<file path="src/pbp_defines.vh">
// Functional notes
// - Port A has eight pins, each with its own direction bit set by software.
// - In single-chip operation pull-ups on input pins are enabled per group of four bits.
// - In bus operation pull-ups are ignored on bus pins but still work on general port pins.
// - The external data bus is 16 bits wide when the width strap is low, 8 bits when high.
// - A low mode strap starts single-chip or expansion operation, a high one microprocessor.
// - The block stays in reset while the active-low reset pin is held low.
// - On the separate bus port A carries the low data byte and port B the high data byte.
// - Ports B and C are eight-bit ports with the same direction and pull-up control as A.
// - Software can route the upper three pins of port B to external interrupt inputs.
`ifndef PBP_DEFINES_VH
`define PBP_DEFINES_VH

// Register byte addresses
`define PBP_DIR_A 8'h00
`define PBP_DIR_B 8'h04
`define PBP_DIR_C 8'h08
`define PBP_OUT_A 8'h0c
`define PBP_OUT_B 8'h10
`define PBP_OUT_C 8'h14
`define PBP_PIN_IN 8'h18
`define PBP_PULL 8'h1c
`define PBP_CTRL 8'h20
`define PBP_STATUS 8'h24
`define PBP_INT_STAT 8'h28
`define PBP_INT_MASK 8'h2c

// Control fields
`define PBP_CTRL_EXP 0
`define PBP_CTRL_INT_LO 1
`define PBP_CTRL_INT_HI 3

// Status fields
`define PBP_ST_MICRO 0
`define PBP_ST_BYTE8 1
`define PBP_ST_BUS 2

// Port B pins that may act as interrupts
`define PBP_INT_PIN_LO 5
`define PBP_INT_PIN_HI 7

// Reset values
`define PBP_DIR_RST 8'h00
`define PBP_OUT_RST 8'h00
`define PBP_PULL_RST 6'h00
`define PBP_CTRL_RST 4'h0
`define PBP_INT_RST 3'h0

// Bus responses
`define PBP_RESP_OKAY 2'b00
`define PBP_RESP_DECERR 2'b11

`endif

</file>
<file path="src/pbp_ports.v">
// Our own choices: the AXI4-Lite slave port and the register offsets.
`timescale 1ns/10ps
`include "pbp_defines.vh"

module pbp_ports (
    input wire CLK,
    input wire RST,
    input wire RESET_PIN_N,
    input wire PROCESSOR_MODE_STRAP,
    input wire BUS_WIDTH_STRAP,
    input wire [7:0] PORT_A_I,
    output reg [7:0] PORT_A_O,
    output reg [7:0] PORT_A_OE,
    output reg [7:0] PORT_A_PU,
    input wire [7:0] PORT_B_I,
    output reg [7:0] PORT_B_O,
    output reg [7:0] PORT_B_OE,
    output reg [7:0] PORT_B_PU,
    input wire [7:0] PORT_C_I,
    output reg [7:0] PORT_C_O,
    output reg [7:0] PORT_C_OE,
    output reg [7:0] PORT_C_PU,
    input wire [15:0] BUS_WR_DATA,
    input wire BUS_DRIVE,
    output reg [15:0] BUS_RD_DATA,
    output reg BUS_ACTIVE,
    output reg BUS_WIDE,
    output reg IN_RESET,
    output reg IRQ,
    input wire [7:0] S_AXI_AWADDR,
    input wire S_AXI_AWVALID,
    output reg S_AXI_AWREADY,
    input wire [31:0] S_AXI_WDATA,
    input wire [3:0] S_AXI_WSTRB,
    input wire S_AXI_WVALID,
    output reg S_AXI_WREADY,
    output reg [1:0] S_AXI_BRESP,
    output reg S_AXI_BVALID,
    input wire S_AXI_BREADY,
    input wire [7:0] S_AXI_ARADDR,
    input wire S_AXI_ARVALID,
    output reg S_AXI_ARREADY,
    output reg [31:0] S_AXI_RDATA,
    output reg [1:0] S_AXI_RRESP,
    output reg S_AXI_RVALID,
    input wire S_AXI_RREADY
);

////////////////////////////////////////////////////////////////////////////////

// Pull-up for one port: group bit per nibble, input pins only, not on bus pins
function [7:0] pull_en;
    input [7:0] dir;
    input [1:0] grp;
    input on_bus;
    begin
        pull_en = ~dir & {{4{grp[1]}}, {4{grp[0]}}} & {8{~on_bus}};
    end
endfunction

// True when address is a mapped register
function mapped;
    input [7:0] addr;
    begin
        mapped = (addr[1:0] == 2'b00) && (addr <= `PBP_INT_MASK);
    end
endfunction

////////////////////////////////////////////////////////////////////////////////

wire [26:0] sync_q;
wire [7:0] a_s;
wire [7:0] b_s;
wire [7:0] c_s;
wire mode_s;
wire byte_s;
wire rst_pin_n_s;

// Pins and straps cross into the clock domain here
pbp_sync #(
    .WIDTH(27),
    .INIT(27'h4000000)
) u_sync (
    .CLK(CLK),
    // Not reset: the mode strap must reach micro_q while reset is held
    .RST(1'b0),
    .D({RESET_PIN_N, BUS_WIDTH_STRAP, PROCESSOR_MODE_STRAP, PORT_C_I, PORT_B_I, PORT_A_I}),
    .Q(sync_q)
);

assign a_s = sync_q[7:0];
assign b_s = sync_q[15:8];
assign c_s = sync_q[23:16];
assign mode_s = sync_q[24];
assign byte_s = sync_q[25];
assign rst_pin_n_s = sync_q[26];

wire rst_all = RST | ~rst_pin_n_s;

////////////////////////////////////////////////////////////////////////////////

reg [7:0] dir_a_q;
reg [7:0] dir_b_q;
reg [7:0] dir_c_q;
reg [7:0] out_a_q;
reg [7:0] out_b_q;
reg [7:0] out_c_q;
reg [5:0] pull_q;
reg [3:0] ctrl_q;
reg [2:0] int_stat_q;
reg [2:0] int_mask_q;
reg [2:0] int_prev_q;
reg micro_q;
reg [7:0] aw_addr_q;
reg aw_have_q;
reg [31:0] w_data_q;
reg w_strb_q;
reg w_have_q;

wire bus_on = micro_q | ctrl_q[`PBP_CTRL_EXP];
wire wide = ~byte_s;
// high byte only in 16-bit width
wire b_on_bus = bus_on & wide;
wire [2:0] int_route = ctrl_q[`PBP_CTRL_INT_HI:`PBP_CTRL_INT_LO];

////////////////////////////////////////////////////////////////////////////////

// strap tracked while in reset, frozen at release
always @(posedge CLK) begin
    if (rst_all) begin
        micro_q <= mode_s;
    end
end

////////////////////////////////////////////////////////////////////////////////
// Write channel: address and data taken in either order

wire aw_take = S_AXI_AWVALID & S_AXI_AWREADY;
wire w_take = S_AXI_WVALID & S_AXI_WREADY;
wire wr_fire = aw_have_q & w_have_q & ~S_AXI_BVALID;
wire [7:0] wr_addr = aw_addr_q;
wire [31:0] wr_data = w_data_q;
// Registers are one byte wide, so only the low lane counts
wire wr_lo = w_strb_q;

always @(posedge CLK) begin
    if (rst_all) begin
        S_AXI_AWREADY <= 1'b0;
        S_AXI_WREADY <= 1'b0;
        aw_have_q <= 1'b0;
        w_have_q <= 1'b0;
        aw_addr_q <= 8'h00;
        w_data_q <= 32'h0;
        w_strb_q <= 1'b0;
        S_AXI_BVALID <= 1'b0;
        S_AXI_BRESP <= `PBP_RESP_OKAY;
    end else begin
        S_AXI_AWREADY <= ~aw_have_q & ~aw_take & ~S_AXI_BVALID;
        S_AXI_WREADY <= ~w_have_q & ~w_take & ~S_AXI_BVALID;
        if (aw_take) begin
            aw_have_q <= 1'b1;
            aw_addr_q <= S_AXI_AWADDR;
        end
        if (w_take) begin
            w_have_q <= 1'b1;
            w_data_q <= S_AXI_WDATA;
            w_strb_q <= S_AXI_WSTRB[0];
        end
        if (wr_fire) begin
            aw_have_q <= 1'b0;
            w_have_q <= 1'b0;
            S_AXI_BVALID <= 1'b1;
            S_AXI_BRESP <= mapped(wr_addr) ? `PBP_RESP_OKAY : `PBP_RESP_DECERR;
        end else if (S_AXI_BVALID && S_AXI_BREADY) begin
            S_AXI_BVALID <= 1'b0;
        end
    end
end

////////////////////////////////////////////////////////////////////////////////
// Register file

always @(posedge CLK) begin
    if (rst_all) begin
        dir_a_q <= `PBP_DIR_RST;
        dir_b_q <= `PBP_DIR_RST;
        dir_c_q <= `PBP_DIR_RST;
        out_a_q <= `PBP_OUT_RST;
        out_b_q <= `PBP_OUT_RST;
        out_c_q <= `PBP_OUT_RST;
        pull_q <= `PBP_PULL_RST;
        ctrl_q <= `PBP_CTRL_RST;
        int_mask_q <= `PBP_INT_RST;
    end else if (wr_fire && wr_lo) begin
        case (wr_addr)
            `PBP_DIR_A: dir_a_q <= wr_data[7:0];
            // same control for ports B and C
            `PBP_DIR_B: dir_b_q <= wr_data[7:0];
            `PBP_DIR_C: dir_c_q <= wr_data[7:0];
            `PBP_OUT_A: out_a_q <= wr_data[7:0];
            `PBP_OUT_B: out_b_q <= wr_data[7:0];
            `PBP_OUT_C: out_c_q <= wr_data[7:0];
            // one pull bit per four pins
            `PBP_PULL: pull_q <= wr_data[5:0];
            `PBP_CTRL: ctrl_q <= wr_data[3:0];
            `PBP_INT_MASK: int_mask_q <= wr_data[2:0];
            default: ;
        endcase
    end
end

////////////////////////////////////////////////////////////////////////////////
// External interrupt inputs on upper port B pins

wire [2:0] int_pins = b_s[`PBP_INT_PIN_HI:`PBP_INT_PIN_LO];
// Falling edge taken as the event; the port still reads the pin as well
wire [2:0] int_evt = int_prev_q & ~int_pins & int_route;
wire [2:0] int_clr = (wr_fire && wr_lo && wr_addr == `PBP_INT_STAT) ? wr_data[2:0] : 3'h0;

always @(posedge CLK) begin
    if (rst_all) begin
        int_prev_q <= 3'h7;
        int_stat_q <= `PBP_INT_RST;
    end else begin
        int_prev_q <= int_pins;
        // routed pins set sticky status; set wins over clear
        int_stat_q <= (int_stat_q & ~int_clr) | int_evt;
    end
end

////////////////////////////////////////////////////////////////////////////////
// Read channel

reg [31:0] rd_mux;

always @* begin
    rd_mux = 32'h0;
    case (S_AXI_ARADDR)
        `PBP_DIR_A: rd_mux = {24'h0, dir_a_q};
        `PBP_DIR_B: rd_mux = {24'h0, dir_b_q};
        `PBP_DIR_C: rd_mux = {24'h0, dir_c_q};
        `PBP_OUT_A: rd_mux = {24'h0, out_a_q};
        `PBP_OUT_B: rd_mux = {24'h0, out_b_q};
        `PBP_OUT_C: rd_mux = {24'h0, out_c_q};
        `PBP_PIN_IN: rd_mux = {8'h0, c_s, b_s, a_s};
        `PBP_PULL: rd_mux = {26'h0, pull_q};
        `PBP_CTRL: rd_mux = {28'h0, ctrl_q};
        `PBP_STATUS: rd_mux = {29'h0, bus_on, byte_s, micro_q};
        `PBP_INT_STAT: rd_mux = {29'h0, int_stat_q};
        `PBP_INT_MASK: rd_mux = {29'h0, int_mask_q};
        default: rd_mux = 32'h0;
    endcase
end

wire ar_take = S_AXI_ARVALID & S_AXI_ARREADY;

always @(posedge CLK) begin
    if (rst_all) begin
        S_AXI_ARREADY <= 1'b0;
        S_AXI_RVALID <= 1'b0;
        S_AXI_RDATA <= 32'h0;
        S_AXI_RRESP <= `PBP_RESP_OKAY;
    end else begin
        S_AXI_ARREADY <= ~S_AXI_RVALID & ~ar_take;
        if (ar_take) begin
            S_AXI_RVALID <= 1'b1;
            S_AXI_RDATA <= rd_mux;
            S_AXI_RRESP <= mapped(S_AXI_ARADDR) ? `PBP_RESP_OKAY : `PBP_RESP_DECERR;
        end else if (S_AXI_RVALID && S_AXI_RREADY) begin
            S_AXI_RVALID <= 1'b0;
        end
    end
end

////////////////////////////////////////////////////////////////////////////////
// Pin drive

reg [7:0] a_o_d;
reg [7:0] a_oe_d;
reg [7:0] b_o_d;
reg [7:0] b_oe_d;

always @* begin
    a_o_d = out_a_q;
    a_oe_d = dir_a_q;
    b_o_d = out_b_q;
    b_oe_d = dir_b_q;
    // port A low data byte, port B high data byte
    if (bus_on) begin
        a_o_d = BUS_WR_DATA[7:0];
        a_oe_d = {8{BUS_DRIVE}};
    end
    // port B stays a port in 8-bit width
    if (b_on_bus) begin
        b_o_d = BUS_WR_DATA[15:8];
        b_oe_d = {8{BUS_DRIVE}};
    end
end

always @(posedge CLK) begin
    if (rst_all) begin
        PORT_A_O <= 8'h00;
        PORT_A_OE <= 8'h00;
        PORT_A_PU <= 8'h00;
        PORT_B_O <= 8'h00;
        PORT_B_OE <= 8'h00;
        PORT_B_PU <= 8'h00;
        PORT_C_O <= 8'h00;
        PORT_C_OE <= 8'h00;
        PORT_C_PU <= 8'h00;
        BUS_RD_DATA <= 16'h0;
        BUS_ACTIVE <= 1'b0;
        BUS_WIDE <= 1'b0;
        IRQ <= 1'b0;
    end else begin
        PORT_A_O <= a_o_d;
        PORT_A_OE <= a_oe_d;
        PORT_B_O <= b_o_d;
        PORT_B_OE <= b_oe_d;
        PORT_C_O <= out_c_q;
        PORT_C_OE <= dir_c_q;
        // bus pins lose pull-ups, port pins keep them
        PORT_A_PU <= pull_en(dir_a_q, pull_q[1:0], bus_on);
        PORT_B_PU <= pull_en(dir_b_q, pull_q[3:2], b_on_bus);
        PORT_C_PU <= pull_en(dir_c_q, pull_q[5:4], 1'b0);
        BUS_RD_DATA <= {b_on_bus ? b_s : 8'h00, a_s};
        BUS_ACTIVE <= bus_on;
        BUS_WIDE <= wide;
        IRQ <= |(int_stat_q & int_mask_q);
    end
end

// Reset indication registered apart so it is driven during reset too
always @(posedge CLK) begin
    IN_RESET <= rst_all;
end

endmodule // pbp_ports

</file>
<file path="src/pbp_sync.v">
`timescale 1ns/10ps
// Two-flop synchroniser; first stage feeds only the second
module pbp_sync #(
    parameter WIDTH = 27,
    parameter [26:0] INIT = 27'h0
) (
    input wire CLK,
    input wire RST,
    input wire [WIDTH-1:0] D,
    output reg [WIDTH-1:0] Q
);

reg [WIDTH-1:0] meta_q;

always @(posedge CLK) begin
    if (RST) begin
        meta_q <= INIT[WIDTH-1:0];
        Q <= INIT[WIDTH-1:0];
    end else begin
        meta_q <= D;
        Q <= meta_q;
    end
end

endmodule // pbp_sync

</file>
<file path="config.mk">
export PLATFORM = sky130hd
export DESIGN_NAME = pbp_ports
export DESIGN_NICKNAME = d
export VERILOG_FILES = /design/src/pbp_ports.v /design/src/pbp_sync.v
export VERILOG_INCLUDE_DIRS = /design/src
export SDC_FILE = /design/constraint.sdc
export NUM_CORES = 1
export LEC_CHECK = 0
export CORE_MARGIN = 3
export CORE_UTILIZATION = 27
export DETAILED_ROUTE_END_ITERATION = 6
export DONT_BUFFER_PORTS = 1
export PLACE_DENSITY = 0.37
export REMOVE_ABC_BUFFERS = 1
export SYNTH_ARGS = -nofsm -noshare
export SYNTH_HDL_FRONTEND = slang
export SYNTH_SLANG_ARGS = --single-unit
</file>
<file path="constraint.sdc">
create_clock -name CLK -period 3 [get_ports CLK]
set_clock_uncertainty 0.05 [all_clocks]
set_input_delay 0.45 -clock CLK [delete_from_list [all_inputs] [get_ports CLK]]
set_output_delay 0.45 -clock CLK [all_outputs]
set_load 0.01 [all_outputs]
</file>
# After elaboration in Yosys (flattened, before gate mapping)
# Cells that the tools add are included.
# totals
reg_bits,274
latchBits,0
mem_bits_rw,0
rom_bits,0
input_bits,103
mem_count,0
# op_classes
n_addsub,0
mul,0
n_div,0
order_cmp,2
n_eq_ne,20
n_shift,0
mux,12
bitwise_logic,39
n_reduce_logical,24
# ops
operator,n
$pmux 24 s12,1
$eq 8x5->1 const B,7
$eq 8x6->1 const B,7
$and 8x8->8,5
$eq 8x4->1 const B,4
$mux 8,4
$not 8->8,3
$reduce_and 2->1,9
$eq 8x3->1 const B,2
$le 8x6->1 const B,2
$logic_not 8->1,2
$and 3x3->3,4
$and 1x1->1,11
$not 1->1,11
$logic_and 1x1->1,6
$not 3->3,2
$logic_not 2->1,2
$mux 1,4
$mux 2,2
$reduce_bool 2->1,2
$reduce_or 2->1,2
$mux 3,1
$or 3x3->3,1
$reduce_or 3->1,1
$or 1x1->1,2

# Depth between registers and ports, before layout
# logic_depth
ltp_word,8
mapped_depth,7

# Cells and area by module
# From an unflattened synthesis, not the netlist that was laid out.
# unflattened
cells_unflattened,917
area_unflattened_um2,9145.0
# modules_own_cells
mod,n_inst,cells_per_inst,area_each_um2,seq_area_each_um2
pbp_ports,1,804,7698.6,4214.0
pbp_sync,1,113,1446.4,1081.0

# Worst setup path after synthesis
# OpenSTA, ideal clock, no wires.
# synth_path
path_kind,input to register
startpoint,input port S_AXI_ARADDR[3]
endpoint,register S_AXI_RDATA[3]
setup_ps,122
t_arrival_ps,1630
required_ps,2828
setup_slack_ps,1198
stages,5
n_path_buf,1
cell_sequence,buf_2 mux2_2 a221oi_1 a2111oi_0 a221o_1
# synth_between
elab_chain_cells,2
elab_cells_between_ends,13
# synth_lines
element,line,rtl
start: declaration,pbp_ports.v:40,"input wire [7:0] S_AXI_ARADDR,"
$eq 8x6->1 (tied with other cells),pbp_ports.v:238,case (S_AXI_ARADDR)
$pmux 24 s12 *,pbp_ports.v:238,
end signal: assignment,pbp_ports.v:267,S_AXI_RDATA <= rd_mux;
end: declaration,pbp_ports.v:43,"output reg [31:0] S_AXI_RDATA,"
# Mark *: on every way between the ends. The rest lies on a longest branch, timed or not.
# A chain may end at the register's enable or synchronous reset.

# Final worst setup path
# layout_path
startpoint,register aw_addr_q[0]
endpoint,register out_b_q[5]
# layout_between
elab_chain_cells,2
# layout_lines
element,line,rtl
start: declaration,pbp_ports.v:114,reg [7:0] aw_addr_q;
start signal: assignment,pbp_ports.v:152,aw_addr_q <= 8'h00;
start signal: assignment,pbp_ports.v:162,aw_addr_q <= S_AXI_AWADDR;
$eq 8x5->1,pbp_ports.v:195,case (wr_addr)
$reduce_and 2->1 (no line),--,
end signal: assignment,pbp_ports.v:189,out_b_q <= `PBP_OUT_RST;
end signal: assignment,pbp_ports.v:201,`PBP_OUT_B: out_b_q <= wr_data[7:0];
end: declaration,pbp_ports.v:106,reg [7:0] out_b_q;
# Every way passes these cells.

==> impl_results.md <==
- ANT nets after route: 0
- Die H: 185.7 µm
- Drt initial violations: roughly 380
- Net switching component of the power: 0.001608 W
- Logic pwr share: 3.0%
- CTS tree: yes
- Fraction of layout cells with a size suffix above 1: between 10 and 15%
- Detail Placement HPWL: roughly 17 mm
- Worst hold path type: in -> reg
- # setup viols final: 0
- Die width: 185.7 µm
- Synth Cell Area: approximately 8700 µm²
- Post-synth top area share: 60.39%
- Post-synthesis register bit count: 264
- Placed Instances: 1184
- Power Density: 733.0 nW/µm²
- Final hold violations: 0
- Simple-Gate Fraction of Synth Area: roughly 17%
- Via count: slightly below 6000
- First-pass GRT wire length: 36.73 mm
- Worst vdd ir: between 400 and 500 µV
- Non-filler cells, final: 1296
- CP Class: reg -> reg
- Synth Flop Type: dfxtp_1
- Synth top area cells: dfxtp_1, mux2i_1, nor2_1, nand2_1, a21oi_1
- Area occupied by multi-input gates: roughly 3100 µm²
- Int Power: 0.006266 W
- Post-synthesis mux area share: 10.92%
- Gr usage total: between 10% and 20%
- RSZ-0062 raised after global routing: false
- Gp weighted congestion: 0.7291
- Largest net degree at the start of global routing: 77
- Number of CTS-inserted buffers: 29
- Reg area: between 5000 and 6000 µm²
- Period utilization: 75.54%
- Vias in the first global route: 5971
- Leak: 4.375 nW
- Root buf cell: clkbuf_16
- Router iterations before antenna repair: 5
- Initial antenna violation count: 0
- Post-synthesis async set-or-reset flop share: 0%
- Number of core rows: between 60 and 70
- H-tree depth: 1
- Die area: 34480 µm²
- Sw frac: between 20% and 30%
- Starting Density: 27.49%
- PortBufs: 0
- Fraction of the yosys area taken by sequential cells: 60.73%
- Worst-margin pin slew: 0.7922 ns
- Outcome: finished clean
- Setup ws final: ~0.73 ns
- Clock-pin slew on the worst setup and hold paths: approximately 0.06 ns
- CTS Buffer Depth: 3
- Adder-cell share of the synthesized area: 0%
- Drt wl/cell: 19.33 µm
- Post-Place Setup Slack: ~0.6 ns
- # fillers: around 3200
- Post-layout min period: 2.266 ns
- Xor/xnor share of the synthesized area: 0%
- Ant. Diodes: 0
- Crit-path max FO: 8
- Clk pwr share: 51.0%
- Critical Path Start Type: flop
- CTS resizes: 0
- Area Overhead vs Synth: 23.22%
- Gr ovfl total: 0
- Cell count after synthesis: 820
- Yosys warns: 0
- # nets final: 975
- DRC: 0
- CP arrival: roughly 2.6 ns
- Number of enable flip-flop cells after synthesis: 1
- I/O pin cnt: 236
- Reg power frac: 46.0%
- Post-synthesis compound-gate area fraction: 7.649%
- Fmax: 441.3 MHz
- Core box area: 31720 µm²
- Clk sinks: 264
- Max Slew Vio Count: 0
- Leading area contributor after synthesis: dfxtp_1
- Cell variety after synth: 53
- Critical Path RT: 3.34 ns
- Post-Route WL: 25.05 mm
- Worst slew margin: between 40% and 50%
- Syn Area/Cell: 10.63 µm²
- Clk_lat worst skew: approximately 0.54 ns
- CP Capture Type: flop
- DR vias/cell: about 4.6
- Largest family of logic cells by synthesized area: simple AND/OR/NAND/NOR gates
- Max_cap viols: 0
-- layer usage --
layer / global-route usage (%) / routed length (µm) / vias up
met5: 0 / 0 / -
met4: 4.230 / 755 / 0
met3: 3.068 / 1520 / 47
met2: 24.09 / 11980 / 199
met1: 17.76 / 10790 / 2805
li1: - / - / 2881
-- synth_stat cells, drive strengths merged, types with 2 or more instances --
library cell  number
a211o              2
a21oi             55
a221oi             3
a222oi             2
a22o               6
a22oi             18
and2              36
and3               2
buf               28
clkbuf            30
dfxtp            263
inv                5
mux2               3
mux2i             67
mux4              11
nand2             89
nand2b             8
nand3              7
nand3b             5
nand4             11
nor2             119
nor2b              6
nor3               5
nor4               8
nor4b              2
o21ai              9
o2bb2ai            3
-- worst max-delay path, stage by stage, from the launching register on --
cell	delay, ns
dfxtp_1	0.35
nor4_1	0.65
nand4_2	0.66
mux2i_1	0.34
nor2_1	0.06
-- power by group through the flow --
| stage | clock [W] | combinational [W] | sequential (W) |
|---|---|---|---|
| finish | 0.00401 | 0.000239 | 0.00362 |
| global route | 0.00426 | 0.000265 | 0.00363 |
| CTS | 0.00413 | 0.000244 | 0.00362 |
| detailed placement | 0 | 0.000181 | 0.00370 |
| global placement | 0 | 0.000180 | 0.00370 |
| floorplan | 0 | 0.000114 | 0.00368 |
-- logic make-up (layout without fill, tap and decap cells) --
group	after synthesis	after routing
multiplexers	81	81
AND/OR/NAND/NOR	304	304
AO/OA/AOI/OAI	106	106
flip-flops	264	264
buffers and inverters	64	131
other	1	8
-- path summary, 6_finish.rpt --
path / depth (start not counted) / startpoint / slack, ns / endpoint
max: 4 / aw_addr_q[0] / 0.73 / out_b_q[5]
min: 2 / S_AXI_AWADDR[3] / 0.03 / aw_addr_q[3]
max reg2reg: 4 / aw_addr_q[0] / 0.73 / out_b_q[5]
min reg2reg: 0 / u_sync.meta_q[14] / 0.27 / u_sync.Q[14]
-- cells in the final DEF, fill, tap and decap left out, drive strengths merged, types with 5 or more instances in the layout --
master,count
dfxtp,263
nor2,119
nand2,89
mux2i,67
dlygate4sd3,59
a21oi,55
and2,36
clkbuf,35
a22oi,18
buf,13
mux4,11
nand4,11
bufinv,9
clkinv,9
o21ai,9
nand2b,8
conb,8
nor4,8
nand3,7
a22o,6
nor2b,6
inv,6
nand3b,5
nor3,5
-- repair_timing --
action	in CTS	in global routing
endpoints found under the hold margin	59	0
hold buffers	59	0
setup buffers	0	0
-- cell type report --
class / instances / area share (%)
clock buffer: 35 / 7.151
clock inverter: 18 / 2.970
inverter: 6 / 0.2329
multi-input combinational: 499 / 29.27
sequential: 264 / 49.29
tap: 402 / 4.682
timing repair buffer: 72 / 6.406
-- per-stage QoR --
stage | power, W | TNS, ns | hold WS [ns] | cell area [µm²] | util [%]
floorplan | 0.003798 | -261.08 | 0.2596 | 8454 | -
global placement | 0.003881 | 0 | 0.2609 | 9065 | 28.58
detailed placement | 0.003884 | 0 | 0.2621 | 9065 | 28.58
CTS | 0.007998 | 0 | 0.002872 | 10740 | 33.87
global route | 0.008154 | 0 | 0.01442 | 10740 | 33.87
finish | 0.007875 | 0 | 0.03357 | 10740 | 33.87
-- flip-flops by register name, indices dropped and copies added, names as in the netlist, 8 cells and up --
register       count
dir_c_q            8
PORT_C_PU          8
BUS_RD_DATA       16
PORT_C_OE          8
u_sync.Q          27
S_AXI_RDATA       24
PORT_A_O           8
u_sync.meta_q     27
aw_addr_q          8
out_a_q            8
PORT_B_PU          8
out_c_q            8
out_b_q            8
PORT_B_OE          8
PORT_C_O           8
dir_b_q            8
dir_a_q            8
PORT_B_O           8
PORT_A_OE          8
PORT_A_PU          8
w_data_q           8
(Power assumes the default switching activity.)
